$ cat config.mk
export PLATFORM = sky130hd
export DESIGN_NAME = pas_auto_shutdown
export DESIGN_NICKNAME = d
export VERILOG_FILES = /design/src/verilog/pas_auto_shutdown.v
export VERILOG_INCLUDE_DIRS = /design/src /design/src/shared
export SDC_FILE = /design/constraint.sdc
export NUM_CORES = 1
export LEC_CHECK = 0
export ABC_AREA = 0
export BUFFER_PORTS_ARGS = -buffer_cell sky130_fd_sc_hd__buf_2
export CAP_MARGIN = 20
export CORE_MARGIN = 1
export CORE_UTILIZATION = 39
export CTS_CLUSTER_DIAMETER = 80
export DETAILED_ROUTE_END_ITERATION = 6
export PLACE_DENSITY = 0.84
export SLEW_MARGIN = 20
export SYNTH_ARGS = -nofsm -noshare
export SYNTH_HDL_FRONTEND = slang
export SYNTH_SLANG_ARGS = --single-unit
$ cat constraint.sdc
create_clock -name clk -period 1.4 [get_ports clk]
set_input_delay 0.28 -clock clk [delete_from_list [all_inputs] [get_ports clk]]
set_output_delay 0.28 -clock clk [all_outputs]
set_load 0.02 [all_outputs]
$ cat src/shared/pas_consts.vh
// Constants for the PWM auto-shutdown block
`ifndef PAS_CONSTS_VH
`define PAS_CONSTS_VH
`define PAS_ADDR_CONTROL 12'h000
`define PAS_ADDR_IRQ_STATUS 12'h004
`define PAS_ADDR_IRQ_MASK 12'h008
`define PAS_ADDR_RESTART 12'h00C
`define PAS_CONTROL_RESET 8'h00
`define PAS_STATUS_BIT 7
`define PAS_SRC_HI 6
`define PAS_SRC_LO 4
`define PAS_AC_HI 3
`define PAS_AC_LO 2
`define PAS_BD_HI 1
`define PAS_BD_LO 0
`define PAS_SRC_COMP_ONE 0
`define PAS_SRC_COMP_TWO 1
`define PAS_SRC_PIN 2
`define PAS_STATE_LOW 2'h0
`define PAS_STATE_HIGH 2'h1
`define PAS_IRQ_EVENT 0
`define PAS_IRQ_RESTART 1
`define PAS_IRQ_WIDTH 2
`endif

$ cat src/verilog/pas_auto_shutdown.v
// PWM auto-shutdown logic with APB control and interrupt
// Functional notes
// - Shutdown from pin, comparators, or software
// - Source select field picks enabled sources
// - Status bit shows outputs held shut
// - Status stays set until cleared or restart
// - Enabled outputs forced immediately on event
// - Pair A/C state: low, high, tri-state
// - Pair B/D state: low, high, tri-state
// - Control fields read/write, reset to zero
//
// The APB slave port and the register addresses were chosen for this implementation.
`timescale 1ns/1ps
`include "pas_consts.vh"
`default_nettype none

module pas_auto_shutdown
(
	// Clock, enable and reset
	input wire clk,
	input wire clkEn,
	input wire rst,
	// APB slave
	input wire psel,
	input wire penable,
	input wire pwrite,
	input wire [11:0] paddr,
	input wire [31:0] pwdata,
	input wire [3:0] pstrb,
	output wire [31:0] prdata,
	output wire pready,
	output wire pslverr,
	// Fault sources
	input wire faultPinN,
	input wire comparatorOne,
	input wire comparatorTwo,
	// Modulated outputs and their enables from the PWM unit
	input wire [3:0] pwmIn,
	input wire [3:0] pwmEnable,
	// Auto-restart clear from the PWM unit
	input wire autoRestart,
	// Output pins a, b, c, d
	output wire [3:0] pwmOut,
	output wire [3:0] pwmOe,
	// Level interrupt
	output wire irq
);

	reg [2:0] sourceSelect;
	reg [1:0] pairAcState;
	reg [1:0] pairBdState;
	reg shutdownStatus;
	reg [`PAS_IRQ_WIDTH-1:0] irqStatus;
	reg [`PAS_IRQ_WIDTH-1:0] irqMask;
	reg [31:0] readData;
	reg [2:0] syncPin;
	reg [2:0] syncOne;
	reg [2:0] syncTwo;
	reg pinLowS;
	reg oneHighS;
	reg twoHighS;
	wire apbWrite;
	wire apbRead;
	wire addrOk;
	wire swSet;
	wire swClear;
	wire syncFault;
	wire rawFault;
	wire shutActive;
	wire [7:0] controlRead;
	wire [`PAS_IRQ_WIDTH-1:0] irqEvents;
	wire [`PAS_IRQ_WIDTH-1:0] irqClear;
	reg [3:0] next_pwmOut;
	reg [3:0] next_pwmOe;
	integer i;
	wire hitControl;
	wire hitIrqStatus;
	wire hitIrqMask;
	wire hitRestart;
	wire writeControl;
	wire writeIrqStatus;
	wire writeIrqMask;
	wire enOne;
	wire enTwo;
	wire enPin;
	wire faultEntry;
	wire restartClear;
	wire pairAcTri;
	wire pairAcLevel;
	wire pairBdTri;
	wire pairBdLevel;
	reg next_shutdownStatus;
	reg [`PAS_IRQ_WIDTH-1:0] next_irqStatus;
	reg [31:0] next_readData;

	assign apbWrite = psel & penable & pwrite & clkEn;
	assign apbRead = psel & ~pwrite;
	assign hitControl = (paddr == `PAS_ADDR_CONTROL);
	assign hitIrqStatus = (paddr == `PAS_ADDR_IRQ_STATUS);
	assign hitIrqMask = (paddr == `PAS_ADDR_IRQ_MASK);
	// Reserved word: no error, reads zero, writes dropped
	assign hitRestart = (paddr == `PAS_ADDR_RESTART);
	assign addrOk = hitControl | hitIrqStatus | hitIrqMask | hitRestart;

	// Only the low byte lane holds register bits
	assign writeControl = apbWrite & hitControl & pstrb[0];
	assign writeIrqStatus = apbWrite & hitIrqStatus & pstrb[0];
	assign writeIrqMask = apbWrite & hitIrqMask & pstrb[0];

	// Every access completes in its first access cycle
	assign pready = 1'b1;
	// Error only in the access phase of an unmapped word
	assign pslverr = psel & penable & ~addrOk;
	assign prdata = readData;

	// Three-stage synchronisers; a change counts when stages two and three agree
	// Fault pin idles high; stages preset so reset gives no false fault
	always @(posedge clk)
	begin
		if (rst)
		begin
			syncPin <= 3'h7;
			pinLowS <= 1'b0;
		end
		else if (clkEn)
		begin
			syncPin <= {syncPin[1:0], faultPinN};
			if (syncPin[1] == syncPin[2])
			begin
				pinLowS <= ~syncPin[2];
			end
		end
	end

	// Comparator one
	always @(posedge clk)
	begin
		if (rst)
		begin
			syncOne <= 3'h0;
			oneHighS <= 1'b0;
		end
		else if (clkEn)
		begin
			syncOne <= {syncOne[1:0], comparatorOne};
			if (syncOne[1] == syncOne[2])
			begin
				oneHighS <= syncOne[2];
			end
		end
	end

	// Comparator two
	always @(posedge clk)
	begin
		if (rst)
		begin
			syncTwo <= 3'h0;
			twoHighS <= 1'b0;
		end
		else if (clkEn)
		begin
			syncTwo <= {syncTwo[1:0], comparatorTwo};
			if (syncTwo[1] == syncTwo[2])
			begin
				twoHighS <= syncTwo[2];
			end
		end
	end

	// Source enables from the select field
	assign enOne = sourceSelect[`PAS_SRC_COMP_ONE];
	assign enTwo = sourceSelect[`PAS_SRC_COMP_TWO];
	assign enPin = sourceSelect[`PAS_SRC_PIN];

	// Synchronised fault, gated by the source select field
	assign syncFault = (enOne & oneHighS)
		| (enTwo & twoHighS)
		| (enPin & pinLowS);

	// Raw fault for the immediate pin override
	// Unsynchronised on purpose: pins follow a fault with no clock edge
	assign rawFault = (enOne & comparatorOne)
		| (enTwo & comparatorTwo)
		| (enPin & ~faultPinN);

	assign swSet = writeControl & pwdata[`PAS_STATUS_BIT];
	assign swClear = writeControl & ~pwdata[`PAS_STATUS_BIT];

	// Control register
	always @(posedge clk)
	begin
		if (rst)
		begin
			sourceSelect <= 3'h0;
			pairAcState <= 2'h0;
			pairBdState <= 2'h0;
		end
		else if (writeControl)
		begin
			sourceSelect <= pwdata[`PAS_SRC_HI:`PAS_SRC_LO];
			pairAcState <= pwdata[`PAS_AC_HI:`PAS_AC_LO];
			pairBdState <= pwdata[`PAS_BD_HI:`PAS_BD_LO];
		end
	end

	// Sticky status; an event wins over a clear in the same cycle
	assign faultEntry = syncFault | swSet;
	assign restartClear = swClear | autoRestart;

	always @*
	begin
		next_shutdownStatus = shutdownStatus;
		if (faultEntry)
		begin
			next_shutdownStatus = 1'b1;
		end
		else if (restartClear)
		begin
			next_shutdownStatus = 1'b0;
		end
	end

	always @(posedge clk)
	begin
		if (rst)
		begin
			shutdownStatus <= 1'b0;
		end
		else if (clkEn)
		begin
			shutdownStatus <= next_shutdownStatus;
		end
	end

	assign shutActive = shutdownStatus | rawFault;

	// Shutdown level and drive of each pair; tri-state also drives out low
	assign pairAcTri = pairAcState[1];
	assign pairAcLevel = (pairAcState == `PAS_STATE_HIGH);
	assign pairBdTri = pairBdState[1];
	assign pairBdLevel = (pairBdState == `PAS_STATE_HIGH);

	// Output override; even pins are a and c, odd pins b and d
	always @*
	begin
		next_pwmOut = pwmIn;
		next_pwmOe = pwmEnable;
		for (i = 0; i < 4; i = i + 1)
		begin
			if (shutActive && pwmEnable[i] && (i % 2 == 0))
			begin
				next_pwmOut[i] = pairAcLevel;
				next_pwmOe[i] = ~pairAcTri;
			end
			else if (shutActive && pwmEnable[i])
			begin
				next_pwmOut[i] = pairBdLevel;
				next_pwmOe[i] = ~pairBdTri;
			end
		end
	end

	// Combinational so a fault forces the pins without a clock edge
	assign pwmOut = next_pwmOut;
	assign pwmOe = next_pwmOe;

	// Interrupt status: shutdown entry and auto-restart
	// Restart counts only when it really clears the status
	assign irqEvents = {autoRestart & shutdownStatus & ~faultEntry,
		faultEntry & ~shutdownStatus};
	assign irqClear = writeIrqStatus ? pwdata[`PAS_IRQ_WIDTH-1:0]
		: {`PAS_IRQ_WIDTH{1'b0}};

	// Set wins: an event in the clearing cycle stays pending
	always @*
	begin
		next_irqStatus = (irqStatus & ~irqClear) | irqEvents;
	end

	always @(posedge clk)
	begin
		if (rst)
		begin
			irqStatus <= {`PAS_IRQ_WIDTH{1'b0}};
		end
		else if (clkEn)
		begin
			irqStatus <= next_irqStatus;
		end
	end

	always @(posedge clk)
	begin
		if (rst)
		begin
			irqMask <= {`PAS_IRQ_WIDTH{1'b0}};
		end
		else if (clkEn && writeIrqMask)
		begin
			irqMask <= pwdata[`PAS_IRQ_WIDTH-1:0];
		end
	end

	assign irq = |(irqStatus & irqMask);

	assign controlRead = {shutdownStatus, sourceSelect, pairAcState,
		pairBdState};

	// Read multiplexer; unmapped and reserved words read zero
	always @*
	begin
		next_readData = 32'h00000000;
		case (paddr)
			`PAS_ADDR_CONTROL:
			begin
				next_readData = {24'h000000, controlRead};
			end
			`PAS_ADDR_IRQ_STATUS:
			begin
				next_readData = {30'h00000000, irqStatus};
			end
			`PAS_ADDR_IRQ_MASK:
			begin
				next_readData = {30'h00000000, irqMask};
			end
			`PAS_ADDR_RESTART:
			begin
				next_readData = 32'h00000000;
			end
			default:
			begin
				next_readData = 32'h00000000;
			end
		endcase
	end

	// Read data registered in the setup cycle, held through the access
	always @(posedge clk)
	begin
		if (rst)
		begin
			readData <= 32'h00000000;
		end
		else if (clkEn && apbRead && !penable)
		begin
			readData <= next_readData;
		end
	end

endmodule // pas_auto_shutdown
`default_nettype wire
==> impl_metrics.yaml, run 1 <==
drt:
  first_iter_violations: 145
  via_per_inst: 5.16
  drcViolationCount: 0
  wl_per_cell_um: 14.4
  dr.pass1.iters: 4
  ant_nets: 0
  num_vias: 1745
  routed_wl_um: 4860
logic_synthesis:
  async_flop_share_pct: 0
  synth-seq-cells: 32
  ys_seq_area_share_pct: 35.2
  synthTopCellsByArea: "dfxtp_1 35%, buf_4 12%, a21oi_1 6.0%, mux2i_1 5.5%, nand2_1 4.7%"
  yosysMostFrequentCell: "dfxtp_1"
  synth.top_cell.area_share_pct: 35.2
  postSynthCellCount: 210
  synth_top_cell_by_area: "dfxtp_1"
  synth_area_um2: 1820
  ys_warn_count: 0
  synth-edff-count: 0
  synth.avg_cell_area_um2: 8.67
  ys.flop_type: "dfxtp_1"
  synth_commonest_cells: "32 x dfxtp_1, 30 x buf_4, 23 x nand2_1"
  synth_cell_types: 40
floorplanning:
  fp-row-count: 24
  die_x_um: 70.3
  initial_utilization_pct: 41.2
  ioPinCount: 109
  core_um2: 4410
  dieArea_um2: 4940
  die_h_um: 70.3
global_routing:
  overflow: 0
  track_usage_pct: 20.5
  antenna_found_initial: 0
  grt_pass1_vias: 1637
  grt_max_degree: 22
  grt_pass1_wl_um: 7920
power_and_ir_drop:
  p_leak_nw: 1.12
  power_density_nw_per_um2: 874
  fin_total_pwr_mw: 2.10
  max-vdd-ir-drop_uv: 366
sta:
  finClkSkew_ns: 0.00578
  fin_crit_ns: 1.74
  setup_viol: 8
  rsz0062_at_grt: "yes"
  fmax_ghz: 0.574
  finalCritPeriodShare_pct: 124
  finalHoldViolCount: 0
  report.final.slew_viol_count: 0
  setup_slack_ns: -0.342
clocking:
  clock_path_buffers: 2
  cts_hold_buf: 0
  clock_sinks: 32
  clk_latency_ns: 0.28
  cts_buffers: 5
  h-tree-depth: 2
  cts_tree: "done"
  cts-root-buf: "clkbuf_8"
  clkSlewWorstSetupHoldPaths_ns: 0.07
cells_and_area:
  nets: 351
  drive_above_1_share_pct: 39.2
  fin_cells: 338
  syn2layout_area_growth_pct: 31.9
  n_antenna_cell: 0
worst_setup_path:
  cpMaxStageDelayCell: "dfxtp_2"
  critical_path.max_fanout: 7
  path_cells: "a21oi_4, nand3_4, nand2_2, mux2_4, buf_6"
  max_stage_delay_ns: 0.34
  crit_family: "flip-flops"
  cp-startpoint: "sourceSelect[0]"
  r2r-start: "sourceSelect[1]"
  crit_buf_inv: 1
  arrival_ns: 1.46
  crit_required_ns: 1.12
  path_class: "reg2out"
  critPathLaunchType: "register"
  setup.worst_path.end_class: "output pin"
hold_path:
  hold_class: "in2reg"
  hold_start: "comparatorTwo"
place:
  io_buffers: 56
  place_inst: 325
  place_hpwl_um: 3340
  pre_cts_ws_ns: -0.286
  place_congestion: 0.781
run_status:
  status: "finished, violations left"
  violations: "negative setup slack"
job:
  maxCapViolCount: 0
## power by group
| group | internal, mW | switching [mW] | total, mW |
|---|---|---|---|
| clock | 0.527 | 0.333 | 0.860 |
| combinational | 0.122 | 0.189 | 0.311 |
| sequential | 0.921 | 0.00644 | 0.928 |
## final cells by class
type | count | area, um2
Clock inverter | 2 | 35.0
Fill cell | 389 | 2010
Clock buffer | 6 | 72.6
Tap cell | 52 | 65.1
Multi-Input combinational cell | 159 | 1040
Timing Repair Buffer | 81 | 524
Sequential cell | 32 | 644
Inverter | 6 | 22.5
## per-stage QoR
step                      cell area (um2)  utilization (%)  TNS, ns  hold WS (ns)
after floorplan                      1910                -   -0.267         0.408
after CTS                            2350             53.1    -2.39         0.236
final                                2400             54.4    -2.28         0.251
after global routing                 2400             54.4    -3.08         0.253
after detailed placement             2130             48.2    -3.39         0.442
after global placement               2130             48.2    -2.43         0.437
## registers in the layout (all words and copies together), names as in the netlist, 2 cells and up
name,flops
irqMask,2
irqStatus,2
pairAcState,2
pairBdState,2
prdata,8
sourceSelect,3
syncOne,3
syncPin,3
syncTwo,3
## cell usage in the layout, fill, tap and decap left out, drive strengths merged
master	count
a211oi	1
a21boi	4
a21o	2
a21oi	22
a222oi	1
a22o	1
a2bb2oi	1
a31o	2
a31oi	1
a32o	1
a41o	1
and2b	1
and3	2
and4	1
buf	81
bufinv	1
clkbuf	6
clkinv	1
conb	25
dfxtp	32
inv	6
mux2	4
mux2i	10
nand2	23
nand2b	1
nand3	17
nand4	4
nand4bb	1
nor2	11
nor2b	4
nor3	1
nor4	2
nor4b	1
o211ai	2
o21ai	9
o2bb2ai	2
o41ai	1
## path summary, 6_finish.rpt
| kind | end | slack, ns | depth (start not counted) |
|---|---|---|---|
| worst max register to register | irqStatus[0] | 0.05 | 5 |
| worst min register to register | prdata[5] | 0.45 | 2 |
| worst min-delay path | syncTwo[0] | 0.25 | 3 |
| worst max-delay path | pwmOut[3] | -0.34 | 5 |
## worst register-to-register path, stage by stage, from the launching register on
cell,delay (ns)
dfxtp_2,0.32
buf_6,0.11
a222oi_1,0.35
inv_1,0.13
a31oi_4,0.22
o41ai_2,0.10
## per-layer routing
layer / track usage, % / part of all wire (%) / up-vias
met1: 24.3 / 40 / 817
met5: 0 / 0 / -
met4: 12.9 / 3.6 / 0
li1: - / - / 835
met3: 6.93 / 6.2 / 21
met2: 31.5 / 50 / 72
## logic make-up (layout without fill, tap and decap cells)
logic type / Yosys count / count (layout) / share of synthesized area [%]
AND/OR/NAND/NOR: 69 / 69 / 21.0
AO/OA/AOI/OAI: 51 / 51 / 19.1
buffers and inverters: 42 / 95 / 16.4
flip-flops: 32 / 32 / 35.2
multiplexers: 14 / 14 / 7.97
other: 2 / 25 / 0.413
## repair_timing
action                     CTS  global route
setup endpoints to repair    9            13
buffers inserted             3             2
resized for setup           29            10
pin swaps                    8            11
No activity file was read; power rests on OpenSTA's default activity.
==> run 2: changes to the inputs <==
--- a/config.mk
+++ b/config.mk
@@ -14,7 +14,9 @@
 export CTS_CLUSTER_DIAMETER = 80
 export DETAILED_ROUTE_END_ITERATION = 6
 export PLACE_DENSITY = 0.84
+export SETUP_SLACK_MARGIN = 0.15
 export SLEW_MARGIN = 20
 export SYNTH_ARGS = -nofsm -noshare
 export SYNTH_HDL_FRONTEND = slang
 export SYNTH_SLANG_ARGS = --single-unit
+export TNS_END_PERCENT = 1
==> impl_metrics.yaml, run 2 (synthesized netlist as in run 1, its figures left out) <==
clocking:
  h-tree-depth: 2
  clkSlewWorstSetupHoldPaths_ns: 0.07
  clk_latency_ns: 0.28
  cts_tree: "done"
  clock_path_buffers: 2
  cts_hold_buf: 0
  cts-root-buf: "clkbuf_8"
  cts_buffers: 5
  clock_sinks: 32
drt:
  first_iter_violations: 97
  num_vias: 1699
  drcViolationCount: 0
  routed_wl_um: 4220
  via_per_inst: 5.13
  wl_per_cell_um: 12.7
  ant_nets: 0
  dr.pass1.iters: 4
sta:
  report.final.slew_viol_count: 0
  finClkSkew_ns: 0.00331
  finalCritPeriodShare_pct: 121
  fin_crit_ns: 1.69
  fmax_ghz: 0.590
  setup_slack_ns: -0.295
  rsz0062_at_grt: "yes"
  finalHoldViolCount: 0
  setup_viol: 9
worst_setup_path:
  critPathLaunchType: "register"
  crit_required_ns: 1.12
  path_class: "reg2out"
  critical_path.max_fanout: 5
  setup.worst_path.end_class: "output pin"
  arrival_ns: 1.41
global_routing:
  overflow: 0
  antenna_found_initial: 0
  grt_max_degree: 17
  grt_pass1_wl_um: 7170
  grt_pass1_vias: 1604
  track_usage_pct: 18.0
place:
  post_dp_cell_area_um2: 2130
  place_inst: 322
  place_hpwl_um: 3140
  place_congestion: 0.822
  io_buffers: 56
floorplanning:
  dieArea_um2: 4940
  fp-row-count: 24
  die_h_um: 70.3
  initial_utilization_pct: 41.2
  die_x_um: 70.3
  core_um2: 4410
  ioPinCount: 109
cells_and_area:
  design_area_um2: 2330
  seq_area_um2: 647
  drive_above_1_share_pct: 38.7
  layout_common_cells: "47 x buf_2, 27 x dfxtp_1, 25 x conb_1"
  nets: 344
  fin_cells: 331
  syn2layout_area_growth_pct: 28.2
  multi_input_area_um2: 1030
  nFillCells: 421
  n_antenna_cell: 0
  largest_reg_flops: 8
  layout_commonest_cell: "buf_2"
power_and_ir_drop:
  max-vdd-ir-drop_uv: 440
  p_leak_nw: 1.07
  power_density_nw_per_um2: 890
hold_path:
  hold_class: "in2reg"
job:
  maxCapViolCount: 0
run_status:
  violations: "negative setup slack"
  status: "finished, violations left"
==> run 2: power breakdown <==
group / switching (mW) / leakage (nW) / total [mW] / internal, mW
sequential: 0.00632 / 0.261 / 0.928 / 0.921
clock: 0.330 / 0.0552 / 0.858 / 0.527
combinational: 0.180 / 0.757 / 0.293 / 0.113
==> run 2: what timing repair did <==
item / CTS / global route
gates resized for setup: 25 / 4
buffers inserted: 1 / 0
endpoints found under the setup margin: 23 / 25
pin swaps: 11 / 8
==> run 2: final timing paths <==
check	startpoint	to	slack, ns	cells after the start
setup / recovery	sourceSelect[0]	pwmOut[3]	-0.29	5
hold / removal	pwdata[3]	pairAcState[1]	0.25	3
setup reg to reg	sourceSelect[1]	irqStatus[1]	0.06	5
hold reg to reg	prdata[3]	prdata[3]	0.45	2
==> run 2: layer usage <==
metal,up-vias,GRT usage [%],wire length (um)
met5,-,0,0
met4,0,7.11,88
met3,8,6.49,346
met2,77,30.9,2100
met1,791,20.2,1690
li1,823,-,-
==> run 2: final cells by class <==
type                            instances  share of cell area, %
Sequential cell                        32                   27.7
Tap cell                               52                   2.79
Clock buffer                            6                   3.11
Multi-Input combinational cell        159                   44.0
Timing Repair Buffer                   74                   19.9
Clock inverter                          2                   1.50
Inverter                                6                  0.965
==> run 2: through the flow <==
stage                     util, %  setup WS [ns]  hold WS [ns]  total power [mW]  setup TNS [ns]
after global routing         52.9         -0.351         0.258              2.16           -2.70
after floorplan                 -         0.0908         0.408              1.17               0
after global placement       48.3         -0.167         0.439              1.22           -2.39
after detailed placement     48.3         -0.182         0.441              1.22           -2.97
final                        52.9         -0.295         0.253              2.08           -2.13
after CTS                    52.5         -0.324         0.243              2.10           -2.45
==> run 2: critical path: stages (launching register included) <==
cell	delay, ns
dfxtp_2	0.34
a21oi_4	0.14
nand3_4	0.12
nand2_2	0.10
mux2_4	0.30
buf_6	0.13
==> run 3: changes to the inputs <==
--- a/config.mk
+++ b/config.mk
@@ -14,7 +14,6 @@
 export CTS_CLUSTER_DIAMETER = 80
 export DETAILED_ROUTE_END_ITERATION = 6
 export PLACE_DENSITY = 0.84
-export SETUP_SLACK_MARGIN = 0.15
 export SLEW_MARGIN = 20
 export SYNTH_ARGS = -nofsm -noshare
 export SYNTH_HDL_FRONTEND = slang
==> impl_metrics.yaml, run 3 (synthesized netlist as in run 1, its figures left out) <==
clocking:
  cts_hold_buf: 0
  post_cts_buffers: 0
  clk_latency_ns: 0.29
  h-tree-depth: 2
  cts_tree: "done"
  clock_path_buffers: 2
  cts_buffers: 5
  clock_sinks: 32
  clkSlewWorstSetupHoldPaths_ns: 0.06
  cts-root-buf: "clkbuf_8"
sta:
  finClkSkew_ns: 0.00834
  final.setup.tns_ns: -2.31
  setup_slack_ns: -0.330
  finalHoldViolCount: 0
  rsz0062_at_grt: "yes"
  fin_crit_ns: 1.73
  finalCritPeriodShare_pct: 124
  report.final.slew_viol_count: 0
  fmax_ghz: 0.578
  setup_viol: 9
worst_setup_path:
  arrival_ns: 1.45
  critical_path.max_fanout: 7
  crit_required_ns: 1.12
  max_stage_delay_ns: 0.34
  rrSetupSlack_ns: 0.07
  cpMaxStageDelayCell: "dfxtp_2"
  path_cells: "a21oi_4, nand3_4, nand2_2, mux2_4, buf_6"
  setup.worst_path.end_class: "output pin"
  path_class: "reg2out"
  critPathLaunchType: "register"
drt:
  first_iter_violations: 119
  drcViolationCount: 0
  wl_per_cell_um: 13.8
  dr.pass1.iters: 4
  num_vias: 1699
  via_per_inst: 5.10
  ant_nets: 0
  routed_wl_um: 4600
power_and_ir_drop:
  p_leak_nw: 1.09
  max-vdd-ir-drop_uv: 324
  p_int_mw: 1.56
  pwr-share-seq_pct: 44.3
  p_sw_share_pct: 25.5
  pwr-share-comb_pct: 14.2
  power_switching_mw: 0.535
  pwr-share-clk_pct: 41.5
  power_density_nw_per_um2: 898
  fin_total_pwr_mw: 2.10
cells_and_area:
  largest_reg_flops: 8
  design_area_um2: 2330
  layout_common_cells: "51 x buf_2, 28 x dfxtp_1, 25 x conb_1"
  layout_commonest_cell: "buf_2"
  postLayoutCoreUtil_pct: 52.8
  drive_above_1_share_pct: 38.1
  nets: 346
  syn2layout_area_growth_pct: 28.1
  fin_cells: 333
  n_antenna_cell: 0
floorplanning:
  die_x_um: 70.3
  core_um2: 4410
  fp-row-count: 24
  dieArea_um2: 4940
  initial_utilization_pct: 41.2
  die_h_um: 70.3
  ioPinCount: 109
hold_path:
  hold_class: "in2reg"
place:
  post_dp_cell_area_um2: 2130
  place_inst: 325
  place_hpwl_um: 3340
  io_buffers: 56
  place_congestion: 0.781
global_routing:
  grt_pass1_wl_um: 7780
  track_usage_pct: 20.2
  overflow: 0
  grt_max_degree: 22
  antenna_found_initial: 0
  grt_pass1_vias: 1623
job:
  maxCapViolCount: 0
run_status:
  status: "finished, violations left"
  violations: "negative setup slack"
[run 3: changes by cell type in the layout (fill, tap and decap cells not counted), sizes merged]
cell  before  now
buf       74   76
[run 3: worst paths after layout]
path | from | endpoint | cells past startpoint
max | sourceSelect[0] | pwmOut[1] | 5
min | pwdata[4] | sourceSelect[0] | 3
max reg2reg | sourceSelect[1] | irqStatus[1] | 5
min reg2reg | prdata[6] | prdata[6] | 2
[run 3: power by group through the flow]
stage                     clock (mW)  combinational (mW)  sequential, mW
after global routing           0.920               0.320           0.928
after detailed placement           0               0.276           0.948
final                          0.870               0.299           0.927
after CTS                      0.886               0.292           0.927
after floorplan                    0               0.216           0.946
after global placement             0               0.269           0.947
[run 3: final cells by class]
type,count,area [um2]
repair buffers,76,462
flip-flops and latches,32,646
well taps,52,65.1
clock buffers,6,72.6
clock inverters,2,35.0
multi-input cells,159,1030
fillers,407,2080
inverters,6,22.5
[run 3: what timing repair did]
| item | in CTS | in global routing |
|---|---|---|
| gates resized for setup | 23 | 7 |
| setup endpoints to repair | 9 | 12 |
| gates cloned | 0 | 0 |
| pin swaps | 7 | 4 |
| hold endpoints to repair | 0 | 0 |
[run 3: routing by layer]
| metal | vias up | wire, um | track usage [%] |
|---|---|---|---|
| met1 | 762 | 1800 | 23.5 |
| met5 | - | 0 | 0 |
| met2 | 84 | 2250 | 31.2 |
| met3 | 25 | 317 | 6.93 |
| met4 | 0 | 225 | 13.1 |
| li1 | 828 | - | - |
[run 3: critical path: cells and delay by family (launching register included)]
family | cells | cell delay (ns)
flops | 1 | 0.34
mux | 1 | 0.30
simple gates | 2 | 0.26
compound gates | 1 | 0.14
buf+inv | 1 | 0.13
[run 3: per-stage QoR]
step	hold WS [ns]	worst slack, ns
final	0.245	-0.330
after global routing	0.247	-0.385
after CTS	0.236	-0.343
after detailed placement	0.442	-0.286
after global placement	0.437	-0.244
after floorplan	0.408	-0.0667
